--- src/scfg_pkg.sv ---
// Package: register map, field positions and reset values of the config bank
package scfg_pkg;
    localparam int ADDR_W = 24;
    localparam logic [ADDR_W-1:0] ADDR_EXT_IRQ_CONFIG = 24'h00FF00;
    localparam logic [ADDR_W-1:0] ADDR_ECHO_FIRST = 24'h00FF02;
    localparam logic [ADDR_W-1:0] ADDR_ECHO_SECOND = 24'h00FF04;
    localparam logic [ADDR_W-1:0] ADDR_MODULE_CONFIG = 24'h00FF10;
    localparam logic [ADDR_W-1:0] ADDR_MODULE_CONFIG_SHADOW = 24'h00FBFE;
    localparam int BIT_IO_EXP = 0;
    localparam int BIT_MEM_EXP = 1;
    localparam int BIT_WIDE_MEM = 2;
    localparam int BIT_CLKSEL_LO = 3;
    localparam int BIT_CLKSEL_HI = 4;
    localparam int BIT_MONITOR = 7;
    localparam int BIT_WAKE_A = 0;
    localparam int BIT_WAKE_B = 1;
    localparam logic [7:0] MODULE_CONFIG_RW_MASK = 8'h1F;
    localparam logic [7:0] EXT_IRQ_CONFIG_RW_MASK = 8'h03;
    localparam logic [7:0] ECHO_RW_MASK = 8'h1F;
    localparam logic [7:0] RESET_ZERO = 8'h00;
    localparam logic [1:0] CLKSEL_CORE = 2'h1;
    localparam logic [1:0] CLKSEL_SLOW = 2'h2;
    localparam int ECHO_PAIRS = 10;
    localparam int ECHO_PER_REG = 5;
    // Bus width encoding of the expansion memory
    typedef enum logic [0:0] {
        SCFG_MEM_8 = 1'b0,
        SCFG_MEM_16 = 1'b1
    } scfg_mem_width_t;
endpackage : scfg_pkg

--- src/scfg_regs.sv ---
// System configuration register bank with pin allocation and echo routing
`timescale 1ns/1ps
`default_nettype none
module scfg_regs
    import scfg_pkg::*;
(
    input wire logic clk_i,
    input wire logic resetn_i,
    input wire logic monitor_strap_i,
    input wire logic active_mode_i,
    input wire logic dev_env_i,
    input wire logic [scfg_pkg::ADDR_W-1:0] addr_i,
    input wire logic wr_i,
    input wire logic rd_i,
    input wire logic [7:0] wdata_i,
    output logic [7:0] rdata_o,
    output logic shadow_wr_o,
    output logic [7:0] shadow_data_o,
    input wire logic clock_output_pin_is_output_i,
    input wire logic core_clk_en_i,
    input wire logic slow_clk_i,
    output logic clock_out_o,
    output logic io_expansion_o,
    output logic mem_expansion_o,
    output scfg_pkg::scfg_mem_width_t mem_width_o,
    output logic dev_alloc_o,
    input wire logic [1:0] wake_is_gpio_i,
    input wire logic [1:0] wake_pin_i,
    output logic [1:0] wake_open_o,
    output logic [1:0] wake_to_irq_o,
    input wire logic [scfg_pkg::ECHO_PAIRS-1:0] alt_in_sel_i,
    output logic [scfg_pkg::ECHO_PAIRS-1:0] alt_irq_en_o,
    input wire logic [scfg_pkg::ECHO_PAIRS-1:0] echo_out_gpio_i,
    input wire logic [scfg_pkg::ECHO_PAIRS-1:0] echo_in_pin_i,
    output logic [scfg_pkg::ECHO_PAIRS-1:0] echo_valid_o,
    output logic [scfg_pkg::ECHO_PAIRS-1:0] echo_val_o
);
    import scfg_pkg::*;

    logic [7:0] module_config_r, module_config_nxt, ext_irq_config_r, ext_irq_config_nxt;
    logic [7:0] ee1_r, ee1_nxt, ee2_r, ee2_nxt;
    logic [7:0] rdata_r, rdata_nxt;
    logic shw_r, shw_nxt;
    logic [7:0] shd_r, shd_nxt;
    logic strap_seen_r, strap_seen_nxt;
    logic strap_meta_r, strap_sync_r;
    logic [1:0] wk_meta_r, wk_sync_r, wk_out_r, wk_out_nxt;
    logic clk_meta_r, clk_sync_r, clko_r, clko_nxt;
    logic [1:0] clksel;

    function automatic logic hit(input logic [ADDR_W-1:0] a,
                                 input logic [ADDR_W-1:0] b);
        hit = (a == b);
    endfunction : hit

    assign clksel = module_config_r[BIT_CLKSEL_HI:BIT_CLKSEL_LO];

    always_comb begin
        module_config_nxt = module_config_r;
        ext_irq_config_nxt = ext_irq_config_r;
        ee1_nxt = ee1_r;
        ee2_nxt = ee2_r;
        shw_nxt = 1'b0;
        shd_nxt = shd_r;
        strap_seen_nxt = 1'b1;
        rdata_nxt = rdata_r;
        // Monitor flag captured on the first cycle after reset release
        if (!strap_seen_r) begin
            module_config_nxt[BIT_MONITOR] = strap_sync_r;
        end
        if (wr_i) begin
            if (hit(addr_i, ADDR_MODULE_CONFIG) && active_mode_i) begin
                module_config_nxt = (wdata_i & MODULE_CONFIG_RW_MASK)
                         | {module_config_r[BIT_MONITOR] & wdata_i[BIT_MONITOR],
                            7'h00};
            end
            if (hit(addr_i, ADDR_EXT_IRQ_CONFIG)) begin
                ext_irq_config_nxt = wdata_i & EXT_IRQ_CONFIG_RW_MASK;
            end
            if (hit(addr_i, ADDR_ECHO_FIRST)) begin
                ee1_nxt = wdata_i & ECHO_RW_MASK;
            end
            if (hit(addr_i, ADDR_ECHO_SECOND)) begin
                ee2_nxt = wdata_i & ECHO_RW_MASK;
            end
            // Shadow is write only: forwarded to the development system
            if (hit(addr_i, ADDR_MODULE_CONFIG_SHADOW)) begin
                shw_nxt = 1'b1;
                shd_nxt = wdata_i;
            end
        end
        if (rd_i) begin
            if (hit(addr_i, ADDR_MODULE_CONFIG)) begin
                rdata_nxt = module_config_r;
            end else if (hit(addr_i, ADDR_EXT_IRQ_CONFIG)) begin
                rdata_nxt = ext_irq_config_r;
            end else if (hit(addr_i, ADDR_ECHO_FIRST)) begin
                rdata_nxt = ee1_r;
            end else if (hit(addr_i, ADDR_ECHO_SECOND)) begin
                rdata_nxt = ee2_r;
            end else begin
                rdata_nxt = RESET_ZERO;
            end
        end
        // Wake inputs act only in GPIO use and only when opened
        wk_out_nxt = wk_sync_r & ext_irq_config_r[BIT_WAKE_B:BIT_WAKE_A]
                   & wake_is_gpio_i;
        case (clksel)
            CLKSEL_CORE: clko_nxt = core_clk_en_i;
            CLKSEL_SLOW: clko_nxt = clk_sync_r;
            default: clko_nxt = 1'b0;
        endcase
        if (!clock_output_pin_is_output_i) begin
            clko_nxt = 1'b0;
        end
    end

    // Strap pin synchroniser runs through reset so it has settled at release
    always_ff @(posedge clk_i) begin
        strap_meta_r <= monitor_strap_i;
        strap_sync_r <= strap_meta_r;
    end

    always_ff @(posedge clk_i) begin
        if (!resetn_i) begin
            module_config_r <= RESET_ZERO;
            ext_irq_config_r <= RESET_ZERO;
            ee1_r <= RESET_ZERO;
            ee2_r <= RESET_ZERO;
            rdata_r <= RESET_ZERO;
            shw_r <= 1'b0;
            shd_r <= RESET_ZERO;
            strap_seen_r <= 1'b0;
            wk_meta_r <= 2'h0;
            wk_sync_r <= 2'h0;
            wk_out_r <= 2'h0;
            clk_meta_r <= 1'b0;
            clk_sync_r <= 1'b0;
            clko_r <= 1'b0;
        end else begin
            module_config_r <= module_config_nxt;
            ext_irq_config_r <= ext_irq_config_nxt;
            ee1_r <= ee1_nxt;
            ee2_r <= ee2_nxt;
            rdata_r <= rdata_nxt;
            shw_r <= shw_nxt;
            shd_r <= shd_nxt;
            strap_seen_r <= strap_seen_nxt;
            wk_meta_r <= wake_pin_i;
            wk_sync_r <= wk_meta_r;
            wk_out_r <= wk_out_nxt;
            clk_meta_r <= slow_clk_i;
            clk_sync_r <= clk_meta_r;
            clko_r <= clko_nxt;
        end
    end

    assign rdata_o = rdata_r;
    assign shadow_wr_o = shw_r;
    assign shadow_data_o = shd_r;
    assign clock_out_o = clko_r;
    // Development environment owns the pins regardless of the fields
    assign dev_alloc_o = dev_env_i;
    assign io_expansion_o = dev_env_i | module_config_r[BIT_IO_EXP];
    assign mem_expansion_o = dev_env_i | module_config_r[BIT_MEM_EXP];
    assign mem_width_o = scfg_mem_width_t'(dev_env_i |
        (module_config_r[BIT_MEM_EXP] & module_config_r[BIT_WIDE_MEM]));
    assign wake_open_o = ext_irq_config_r[BIT_WAKE_B:BIT_WAKE_A];
    assign wake_to_irq_o = wk_out_r;
    assign alt_irq_en_o = alt_in_sel_i;

    scfg_echo #(
        .PAIRS(ECHO_PAIRS)
    ) u_echo (
        .clk_i(clk_i),
        .resetn_i(resetn_i),
        .echo_en_i({ee2_r[ECHO_PER_REG-1:0], ee1_r[ECHO_PER_REG-1:0]}),
        .out_is_gpio_i(echo_out_gpio_i),
        .wake_in_i(echo_in_pin_i),
        .echo_valid_o(echo_valid_o),
        .echo_val_o(echo_val_o)
    );

    mon_noset_a: assert property (@(posedge clk_i) disable iff (!resetn_i)
        $past(strap_seen_r) && !$past(module_config_r[BIT_MONITOR])
        |-> !module_config_r[BIT_MONITOR])
        else $error("monitor flag set again");
    idle_hold_a: assert property (@(posedge clk_i) disable iff (!resetn_i)
        strap_seen_r && !active_mode_i |=> $stable(module_config_r))
        else $error("module config changed in idle");
    rsvd_zero_a: assert property (@(posedge clk_i) disable iff (!resetn_i)
        module_config_r[6:5] == 2'h0 && ext_irq_config_r[7:2] == 6'h00
        && ee1_r[7:5] == 3'h0 && ee2_r[7:5] == 3'h0)
        else $error("reserved bit set");
    rst_value_a: assert property (@(posedge clk_i)
        !resetn_i |=> module_config_r == RESET_ZERO && ext_irq_config_r == RESET_ZERO)
        else $error("bad reset value");
    echo_rst_a: assert property (@(posedge clk_i)
        !resetn_i |=> ee1_r == RESET_ZERO && ee2_r == RESET_ZERO)
        else $error("echo enables not cleared");
    dev_alloc_a: assert property (@(posedge clk_i) disable iff (!resetn_i)
        dev_env_i |-> io_expansion_o && mem_expansion_o)
        else $error("pins not allocated in development");
    wake_gate_a: assert property (@(posedge clk_i) disable iff (!resetn_i)
        !ext_irq_config_r[BIT_WAKE_A] ##1 !ext_irq_config_r[BIT_WAKE_A]
        |-> !wake_to_irq_o[BIT_WAKE_A])
        else $error("blocked wake input passed");
    clk_off_a: assert property (@(posedge clk_i) disable iff (!resetn_i)
        !$past(clock_output_pin_is_output_i) |-> !clock_out_o)
        else $error("clock out driven while not output");
endmodule : scfg_regs
`default_nettype wire

--- src/scfg_echo.sv ---
// Fixed echo routing of wake inputs to paired output ports
`timescale 1ns/1ps
`default_nettype none
module scfg_echo
    import scfg_pkg::*;
#(
    parameter int PAIRS = ECHO_PAIRS
) (
    input wire logic clk_i,
    input wire logic resetn_i,
    input wire logic [PAIRS-1:0] echo_en_i,
    input wire logic [PAIRS-1:0] out_is_gpio_i,
    input wire logic [PAIRS-1:0] wake_in_i,
    output logic [PAIRS-1:0] echo_valid_o,
    output logic [PAIRS-1:0] echo_val_o
);
    logic [PAIRS-1:0] meta_r, sync_r, val_r, vld_r;
    logic [PAIRS-1:0] val_nxt, vld_nxt;

    always_comb begin
        vld_nxt = echo_en_i & out_is_gpio_i;
        val_nxt = sync_r & vld_nxt;
    end

    always_ff @(posedge clk_i) begin
        if (!resetn_i) begin
            meta_r <= '0;
            sync_r <= '0;
            val_r <= '0;
            vld_r <= '0;
        end else begin
            meta_r <= wake_in_i;
            sync_r <= meta_r;
            val_r <= val_nxt;
            vld_r <= vld_nxt;
        end
    end

    assign echo_valid_o = vld_r;
    assign echo_val_o = val_r;

    echo_gate_a: assert property (@(posedge clk_i) disable iff (!resetn_i)
        (echo_val_o & ~$past(echo_en_i & out_is_gpio_i)) == '0)
        else $error("echo driven while disabled");
endmodule : scfg_echo
`default_nettype wire

--- config.mk ---
export PLATFORM = sky130hd
export DESIGN_NAME = scfg_regs
export DESIGN_NICKNAME = d
export VERILOG_FILES = /design/src/scfg_pkg.sv /design/src/scfg_regs.sv /design/src/scfg_echo.sv
export SDC_FILE = /design/constraint.sdc
export NUM_CORES = 1
export LEC_CHECK = 0
export BUFFER_PORTS_ARGS = -buffer_cell sky130_fd_sc_hd__buf_4
export CELL_PAD_IN_SITES_DETAIL_PLACEMENT = 2
export CELL_PAD_IN_SITES_GLOBAL_PLACEMENT = 2
export CORE_ASPECT_RATIO = 1.75
export CORE_MARGIN = 4
export CORE_UTILIZATION = 31
export CTS_BUF_LIST = sky130_fd_sc_hd__clkbuf_4
export DETAILED_ROUTE_END_ITERATION = 10
export PLACE_DENSITY_LB_ADDON = 0.1
export SETUP_SLACK_MARGIN = 0.4
export SYNTH_ARGS = -nofsm -noshare
export SYNTH_HDL_FRONTEND = slang
export SYNTH_SLANG_ARGS = --single-unit
--- constraint.sdc ---
create_clock -name clk_i -period 5.2 [get_ports clk_i]
set_input_delay 1.56 -clock clk_i [delete_from_list [all_inputs] [get_ports clk_i]]
set_output_delay 1.56 -clock clk_i [all_outputs]
set_load 0.02 [all_outputs]
==> results.cfg, run 1 <==
[timing]
rsz0062_at_grt = false
hold_viol_final = 0
fmax_ghz = 0.272
layout_setup_ws_ns = 1.53
report.final.slew_viol_count = 0
skew_ns = 0.0114
fin_hold_ws_ns = 0.347
worstMarginPinSlew_ns = 0.633
min_period_ns = 3.67
finalSetupViolCount = 0
tns_ns = 0
post-route-period-util_pct = 70.6
max_slew_margin_pct = 57.8

[cells_and_area]
drive_above_1_share_pct = 32.0
fin_cells = 529
regArea_sq_um = 1700
final_nets = 476
fill_cells = 1064
fin_area_sq_um = 4110
area_delta_synth_final_pct = 32.7
multi_input_area_sq_um = 1230

[global_route]
grt_pass1_vias = 2824
grt_usage_pct = 16.0
grt_pass1_wl_mm = 14.4
overflow = 0
antenna_found_initial = 1
grt_start_max_net_pins = 72

[cts]
clockRootBuffer = clkbuf_4
cts_made_buffers = 9
clkLatencyLatePin_ns = 0.44
cts_tree = built
cts_buffer_depth = 2
numClockSinks = 85
hold_buffers = 0
cts_resized = 0
postCtsSetupBuffers = 0
clk_pin_slew_ns = 0.12
htree_levels = 3

[floorplanning]
rows = 48
die_h_um = 140
fp.dieArea_sq_um = 11700
die_w_um = 83.5
initial_core_util_pct = 31.6
coreArea_sq_um = 9790
ios = 132

[synth]
synth-main-ff-cell = dfxtp_1
synth_cell_type_count = 38
ys_seq_elements = 85
avgSynthCellArea_sq_um = 10.2
synthCells = 302
ys_seq_area_share_pct = 55.0
syn_area_sq_um = 3100
ys_warn_count = 0
synth_edf_count = 0
synthArstFlopShare_pct = 0

[place]
dpl_cell_area_sq_um = 3920
gp_congestion = 0.735
port_buffers = 109
dp_hpwl_mm = 7.03
place_inst = 512
pre_cts_ws_ns = 1.52

[detailed_routing]
vias = 2546
drt_pass1_iterations = 4
routedWlPerCell_um = 17.2
drt-vias-per-instance = 4.81
drt_wl_total_mm = 9.07
drc = 0
drtIter0Drc = 36
ant_nets = 0

[worst_setup_path]
crit_path_end_kind = primary output
crit_fanout = 4
start_kind = primary input
rrSetupSlack_ns = 4.04
criticalPathCategory = in2out
crit_required_ns = 3.64
cp.arrival_ns = 2.11

[power]
p_leak_nw = 1.87
power.density_nw_per_um2 = 295
peakVddDrop_mv = 0.269

[job]
drv_cap = 0

[status]
status = finished, final reports clean

[worst_hold_path]
hp-class = reg2reg
==> stage by stage <==
step	total power [mW]	utilization [%]
floorplan	0.722	-
global placement	0.760	40.1
detailed placement	0.763	40.1
CTS	1.23	41.9
global route	1.27	41.9
finish	1.21	41.9
==> placed cells by master, fill, tap and decap left out, types with 7 or more instances in the layout <==
| cell type | instances |
|---|---|
| clkbuf_4 | 9 |
| buf_4 | 109 |
| and2_1 | 37 |
| nor3_1 | 8 |
| nand2_1 | 39 |
| dfxtp_1 | 85 |
| mux2i_1 | 25 |
| nand4_1 | 7 |
| o21ai_0 | 9 |
| and3_1 | 14 |
==> registers in the layout, indices dropped and copies added (netlist names) <==
signal,count
u_echo.echo_val_o,10
u_echo.echo_valid_o,10
u_echo.meta_r,10
u_echo.sync_r,10
shadow_data_o,8
module_config_r,6
rdata_o,6
ee1_r,5
ee2_r,5
ext_irq_config_r,2
wake_to_irq_o,2
wk_meta_r,2
wk_sync_r,2
clk_meta_r,1
clk_sync_r,1
clock_out_o,1
shadow_wr_o,1
strap_meta_r,1
strap_seen_r,1
strap_sync_r,1
==> area by class of cell <==
| cell class | instances | share of cell area [%] |
|---|---|---|
| clock inverters | 7 | 2.77 |
| flip-flops and latches | 85 | 41.4 |
| clock buffers | 9 | 1.65 |
| inverters | 3 | 0.274 |
| diodes | 1 | 0.0609 |
| multi-input cells | 190 | 30.1 |
| well taps | 125 | 3.81 |
| repair buffers | 109 | 19.9 |
==> synth_stat cells (3+ instances only) <==
library cell	count	share of area (%)
a22oi_1	4	0.97
inv_1	3	0.36
nand2_1	39	4.7
nor2_1	3	0.36
or4_1	3	0.73
and4_1	4	1.1
nor2b_1	3	0.61
nor3_1	8	1.3
nand3_1	3	0.48
a21oi_1	3	0.48
clkbuf_1	9	1.1
and2_1	37	7.5
a2bb2oi_1	3	0.85
dfxtp_1	85	55
nand4_1	7	1.4
and3_1	14	2.8
o21ai_0	9	1.5
nor3b_1	3	0.73
buf_4	13	3.2
mux2i_1	25	8.1
==> cells by family (layout without fill, tap and decap cells) <==
logic type,Yosys count,in the layout,share of synthesized area [%]
muxes,26,26,8.45
DFF,85,85,55.0
buffers and inverters,28,128,5.25
AOI/OAI and AO/OA,22,22,4.57
other,1,3,0.121
adders and majority gates,2,2,0.808
and+or+nand+nor,138,138,25.8
==> per-layer routing <==
layer | share of wire, % | GRT usage (%) | vias up | wire [um]
li1 | - | - | 1214 | -
met1 | 34 | 15.0 | 1239 | 3080
met2 | 58 | 31.4 | 79 | 5300
met3 | 6.1 | 5.06 | 14 | 556
met4 | 1.6 | 5.85 | 0 | 145
met5 | 0 | 0 | - | 0
==> critical path: stages <==
cell   delay (ns)
buf_4        0.12
or2_2        0.27
buf_4        0.16
==> final timing paths <==
path,start,end,cells past startpoint
worst min register to register,strap_meta_r$_DFF_P_,strap_sync_r$_DFF_P_,0
worst min-delay path,strap_meta_r$_DFF_P_,strap_sync_r$_DFF_P_,0
worst max register to register,module_config_r[1]$_SDFFE_PN0P_,rdata_o[1]$_SDFFE_PN0P_,3
worst max-delay path,dev_env_i,mem_expansion_o,3
==> power breakdown <==
group | leakage, nW | internal [mW] | switching, mW
Sequential | 0.691 | 0.662 | 0.00235
Combinational | 1.09 | 0.0449 | 0.0375
Clock | 0.0912 | 0.241 | 0.222
Total | 1.87 | 0.948 | 0.262
No activity file was read; power rests on OpenSTA's default activity.
==> inputs of run 2 (changes only) <==
--- a/config.mk
+++ b/config.mk
@@ -5,12 +5,13 @@
 export SDC_FILE = /design/constraint.sdc
 export NUM_CORES = 1
 export LEC_CHECK = 0
+export ABC_AREA = 1
 export BUFFER_PORTS_ARGS = -buffer_cell sky130_fd_sc_hd__buf_4
 export CELL_PAD_IN_SITES_DETAIL_PLACEMENT = 2
 export CELL_PAD_IN_SITES_GLOBAL_PLACEMENT = 2
 export CORE_ASPECT_RATIO = 1.75
 export CORE_MARGIN = 4
-export CORE_UTILIZATION = 31
+export CORE_UTILIZATION = 24
 export CTS_BUF_LIST = sky130_fd_sc_hd__clkbuf_4
 export DETAILED_ROUTE_END_ITERATION = 10
 export PLACE_DENSITY_LB_ADDON = 0.1
==> constraint.sdc (replaced) <==
create_clock -name clk_i -period 3.1 [get_ports clk_i]
set_input_delay 0.93 -clock clk_i [delete_from_list [all_inputs] [get_ports clk_i]]
set_output_delay 0.93 -clock clk_i [all_outputs]
set_load 0.02 [all_outputs]
==> results.cfg, run 2 <==
[synth]
synth_cell_type_count = 32
synth_area_leaders = dfxtp_1, nand2_1, nor2_1
synth_top_area_share_pct = 52.3
synthCells = 401
avgSynthCellArea_sq_um = 8.11
ys_seq_elements = 85
synth_edf_count = 0
synth-main-ff-cell = dfxtp_1
yosys.cell_count.top_type = dfxtp_1
syn_area_sq_um = 3250
ys_seq_area_share_pct = 52.3
synth_commonest_cells = dfxtp_1, nand2_1, nor2_1, inv_1, o21ai_0
ys_warn_count = 0
synth_area_leader_cell = dfxtp_1
synthArstFlopShare_pct = 0

[cts]
hold_buffers = 0
cts_buffer_depth = 2
clkLatencyLatePin_ns = 0.44
numClockSinks = 85
cts_tree = built
htree_levels = 3
cts_resized = 0
cts_made_buffers = 9
postCtsSetupBuffers = 0
clk_pin_slew_ns = 0.13
clockRootBuffer = clkbuf_4

[detailed_routing]
routedWlPerCell_um = 14.2
drtIter0Drc = 68
drt_pass1_iterations = 4
drc = 0
drt-vias-per-instance = 4.30
drt_wl_total_mm = 9.67
vias = 2918
ant_nets = 0

[worst_setup_path]
crit_path_max_incr_delay_ns = 0.27
crit_fanout = 3
crit_buf_inv = 2
cp.arrival_ns = 1.48
criticalPathCategory = in2out
crit_path_end_kind = primary output
crit_required_ns = 2.17
cp_common_cell = buf_4
cp_top_family = buffers and inverters
path_cells = buf_4 -> or2_2 -> buf_4
critPathSlowestCell = or2_2
start_kind = primary input

[place]
port_buffers = 109
place_inst = 664
gp_congestion = 0.738
dp_hpwl_mm = 7.74

[timing]
max_slew_margin_pct = 61.8
post-route-period-util_pct = 77.9
tns_ns = 0
skew_ns = 0.0126
fmax_ghz = 0.414
finalSetupViolCount = 0
hold_viol_final = 0
worstMarginPinSlew_ns = 0.573
report.final.slew_viol_count = 0
min_period_ns = 2.41
rsz0062_at_grt = false

[power]
p_leak_nw = 2.02
power.density_nw_per_um2 = 460
peakVddDrop_mv = 0.209

[worst_hold_path]
hp-class = reg2reg

[job]
drv_cap = 0

[floorplanning]
rows = 56
coreArea_sq_um = 13300
fp.dieArea_sq_um = 15500
die_h_um = 162
ios = 132
initial_core_util_pct = 24.4
die_w_um = 96.0

[global_route]
grt_start_max_net_pins = 29
grt_pass1_vias = 3212
antenna_found_initial = 1
grt_pass1_wl_mm = 15.7
grt_usage_pct = 13.3
overflow = 0

[status]
status = finished, final reports clean

[cells_and_area]
drive_above_1_share_pct = 31.5
area_delta_synth_final_pct = 32.3
fin_cells = 679
mostFrequentLayoutCell = buf_4
layout_common_cells = buf_4, dfxtp_1, nand2_1, nor2_1, inv_1
fill_cells = 1614
final_nets = 579
[run 2: changes by cell type after synthesis, moves of 16 or more]
cell / delta
nor2_1: +56
inv_1: +48
and2_1: -37
nand2_1: +29
mux2i_1: -25
o21ai_0: +17
a21oi_1: +16
[run 2: worst register-to-register path: stages, from the launching register on]
cell     delay [ns]
dfxtp_1        0.37
or2_2          0.30
nand4_1        0.11
nand3_1        0.08
nand2_1        0.08
a21oi_2        0.05
[run 2: through the flow]
step	util, %	instance area (sq um)	total power [mW]	hold slack (ns)	setup slack (ns)
after floorplan	-	3250	1.23	0.310	0.920
after global placement	31.2	4150	1.31	0.318	0.705
after detailed placement	31.2	4150	1.31	0.315	0.678
after CTS	32.3	4300	2.03	0.346	0.678
after global routing	32.3	4300	2.09	0.360	0.674
final	32.3	4300	1.98	0.343	0.686
[run 2: cell type report]
| type | instances | area, sq um | share of cell area [%] |
|---|---|---|---|
| Sequential cell | 85 | 1700 | 39.6 |
| Clock buffer | 9 | 67.6 | 1.57 |
| Tap cell | 174 | 218 | 5.06 |
| Inverter | 58 | 220 | 5.12 |
| Clock inverter | 5 | 77.6 | 1.80 |
| Antenna cell | 1 | 2.50 | 0.0582 |
| Multi-Input combinational cell | 236 | 1180 | 27.4 |
| Timing Repair Buffer | 111 | 833 | 19.4 |
[run 2: kinds of logic (layout without fill, tap and decap cells)]
family                   after synthesis  in the layout  synth area share (%)
adder cells (fa/ha/maj)                2              2                 0.770
AO/OA/AOI/OAI                         53             53                  8.78
buffers and inverters                 81            183                  11.5
flip-flops                            85             85                  52.3
other                                  1              3                 0.115
AND/OR/NAND/NOR                      178            178                  26.2
multiplexers                           1              1                 0.346
[run 2: final timing paths]
path	slack, ns	depth (start not counted)	startpoint	end
setup reg to reg	2.00	5	ext_irq_config_r[1]$_SDFFE_PN0P_	rdata_o[1]$_SDFFE_PN0P_
setup / recovery	0.69	3	dev_env_i	io_expansion_o
hold reg to reg	0.34	0	strap_meta_r$_DFF_P_	strap_sync_r$_DFF_P_
hold / removal	0.34	0	strap_meta_r$_DFF_P_	strap_sync_r$_DFF_P_
[run 2: per-layer routing]
layer  vias to the layer above  wire [um]  global-route usage, %
met1                      1397       3550                   13.6
met4                         0        190                   5.63
met5                         -          0                      0
met3                        17        526                   3.29
met2                        74       5410                   24.9
li1                       1430          -                      -
[run 2: report_power, final]
group	internal, mW	total (mW)	switching [mW]
clock network	0.316	0.696	0.379
registers	1.11	1.12	0.00628
logic	0.0804	0.164	0.0833
total	1.51	1.98	0.469
==> inputs of run 3 (changes only) <==
--- a/config.mk
+++ b/config.mk
@@ -5,13 +5,13 @@
 export SDC_FILE = /design/constraint.sdc
 export NUM_CORES = 1
 export LEC_CHECK = 0
-export ABC_AREA = 1
+export ABC_AREA = 0
 export BUFFER_PORTS_ARGS = -buffer_cell sky130_fd_sc_hd__buf_4
 export CELL_PAD_IN_SITES_DETAIL_PLACEMENT = 2
 export CELL_PAD_IN_SITES_GLOBAL_PLACEMENT = 2
 export CORE_ASPECT_RATIO = 1.75
 export CORE_MARGIN = 4
-export CORE_UTILIZATION = 24
+export CORE_UTILIZATION = 26
 export CTS_BUF_LIST = sky130_fd_sc_hd__clkbuf_4
 export DETAILED_ROUTE_END_ITERATION = 10
 export PLACE_DENSITY_LB_ADDON = 0.1
==> constraint.sdc (replaced) <==
create_clock -name clk_i -period 2.18 [get_ports clk_i]
set_input_delay 0.654 -clock clk_i [delete_from_list [all_inputs] [get_ports clk_i]]
set_output_delay 0.654 -clock clk_i [all_outputs]
set_load 0.02 [all_outputs]
==> results.cfg, run 3 (synthesized netlist as in run 1, its figures left out) <==
[status]
status = finished, final reports clean

[detailed_routing]
ant_nets = 0
drt_wl_total_mm = 9.74
drc = 0
drtIter0Drc = 143
vias = 2602
routedWlPerCell_um = 17.4
drt-vias-per-instance = 4.64
drt_pass1_iterations = 4

[worst_hold_path]
hp-class = in2reg

[timing]
fmax_ghz = 0.553
skew_ns = 0.0116
report.final.slew_viol_count = 0
finalSetupViolCount = 0
post-route-period-util_pct = 83.0
min_period_ns = 1.81
rsz0062_at_grt = true
hold_viol_final = 0

[global_route]
grt_usage_pct = 14.5
antenna_found_initial = 1
top_usage_layer = met2
grt_start_max_net_pins = 29
grt_use_met2_pct = 28.4
grt_use_met1_pct = 13.9
grt_pass1_wl_mm = 15.6
met3_usage_pct = 3.71
grt_pass1_vias = 2978
overflow = 0

[power]
power_mw = 2.63
peakVddDrop_mv = 0.319
netSwitchingFraction_pct = 26.1
p_comb_share_pct = 8.5
p_clk_share_pct = 31.1
power.density_nw_per_um2 = 611
p_int_mw = 1.94
p_leak_nw = 1.97
switchingPower_mw = 0.684
seq_power_share_pct = 60.4

[worst_setup_path]
crit_required_ns = 1.53
crit_path_end_kind = primary output
rrSetupSlack_ns = 0.93
path_cells = or2_4 -> buf_6
start_kind = flop
crit_path_max_incr_delay_ns = 0.38
criticalPathCategory = reg2out
crit_fanout = 3
critPathSlowestCell = dfxtp_4
cp.arrival_ns = 1.16

[floorplanning]
coreArea_sq_um = 11600
die_w_um = 90.5
initial_core_util_pct = 26.6
rows = 52
ios = 132
die_h_um = 152
fp.dieArea_sq_um = 13800

[cts]
clockRootBuffer = clkbuf_4
cts_tree = built
numClockSinks = 85
htree_levels = 3
cts_made_buffers = 9
clkLatencyLatePin_ns = 0.43
cts_buffer_depth = 2
clk_pin_slew_ns = 0.15
hold_buffers = 0

[cells_and_area]
area_delta_synth_final_pct = 38.8
mostFrequentLayoutCell = buf_4
fin_cells = 561
final_nets = 498
layout_common_cells = buf_4, dfxtp_1, nand2_1, and2_1, mux2i_1
drive_above_1_share_pct = 37.9

[place]
port_buffers = 109
dp_hpwl_mm = 7.79
gp_congestion = 0.833
place_inst = 540

[job]
drv_cap = 0
## run 3: cell count changes in the layout (fill, tap and decap cells not counted), sizes merged, moves of 14 or more
cell,delta
mux2i,+25
and2,+37
o21ai,-18
nand2,-36
nor2,-67
and3,+14
a21oi,-17
buf,+20
inv,-52
## run 3: final timing paths
| kind | startpoint | to | cells past startpoint |
|---|---|---|---|
| max | module_config_r[1]$_SDFFE_PN0P_ | mem_expansion_o | 2 |
| min reg2reg | strap_meta_r$_DFF_P_ | strap_sync_r$_DFF_P_ | 0 |
| max reg2reg | module_config_r[0]$_SDFFE_PN0P_ | rdata_o[0]$_SDFFE_PN0P_ | 5 |
| min | monitor_strap_i | strap_meta_r$_DFF_P_ | 1 |
## run 3: repair_timing
action	in CTS	in global routing
pin swaps	3	1
endpoints found under the setup margin	3	15
resized for setup	9	4
buffers inserted	3	1
## run 3: power groups by stage
stage,clock (mW),sequential (mW),combinational [mW]
4_1_cts,0.859,1.59,0.228
3_3_place_gp,0,1.62,0.217
3_5_place_dp,0,1.62,0.223
2_1_floorplan,0,1.62,0.110
6_report,0.817,1.58,0.224
5_1_grt,0.935,1.59,0.247
## run 3: layer usage
layer | vias to the layer above | part of all wire [%] | routed length [um]
met4 | 0 | 1.5 | 144
met3 | 10 | 5.1 | 499
li1 | 1253 | - | -
met2 | 74 | 59 | 5710
met5 | - | 0 | 0
met1 | 1265 | 35 | 3390
## run 3: critical path: cells and delay by family, from the launching register on
family	cells	cell delay, ns
flip-flops	1	0.38
buffers and inverters	1	0.13
AND/OR/NAND/NOR	1	0.22
## run 3: final cells by class
cell class | count | area, sq um
Fill cell | 1296 | 7350
Sequential cell | 85 | 1710
Multi-Input combinational cell | 190 | 1290
Timing Repair Buffer | 131 | 995
Tap cell | 135 | 169
Clock buffer | 9 | 67.6
Clock inverter | 7 | 51.3
Inverter | 3 | 11.3
Antenna cell | 1 | 2.50
## run 3: through the flow
stage               worst slack [ns]  hold slack [ns]  utilization (%)  setup TNS (ns)  area (sq um)
floorplan                      0.191            0.310                -               0          3150
global placement             -0.0215            0.313             35.2         -0.0970          4110
detailed placement           -0.0925            0.319             35.2          -0.825          4110
CTS                            0.326            0.266             36.7               0          4270
global route                   0.308            0.263             36.9               0          4300
finish                         0.371            0.308             36.9               0          4300
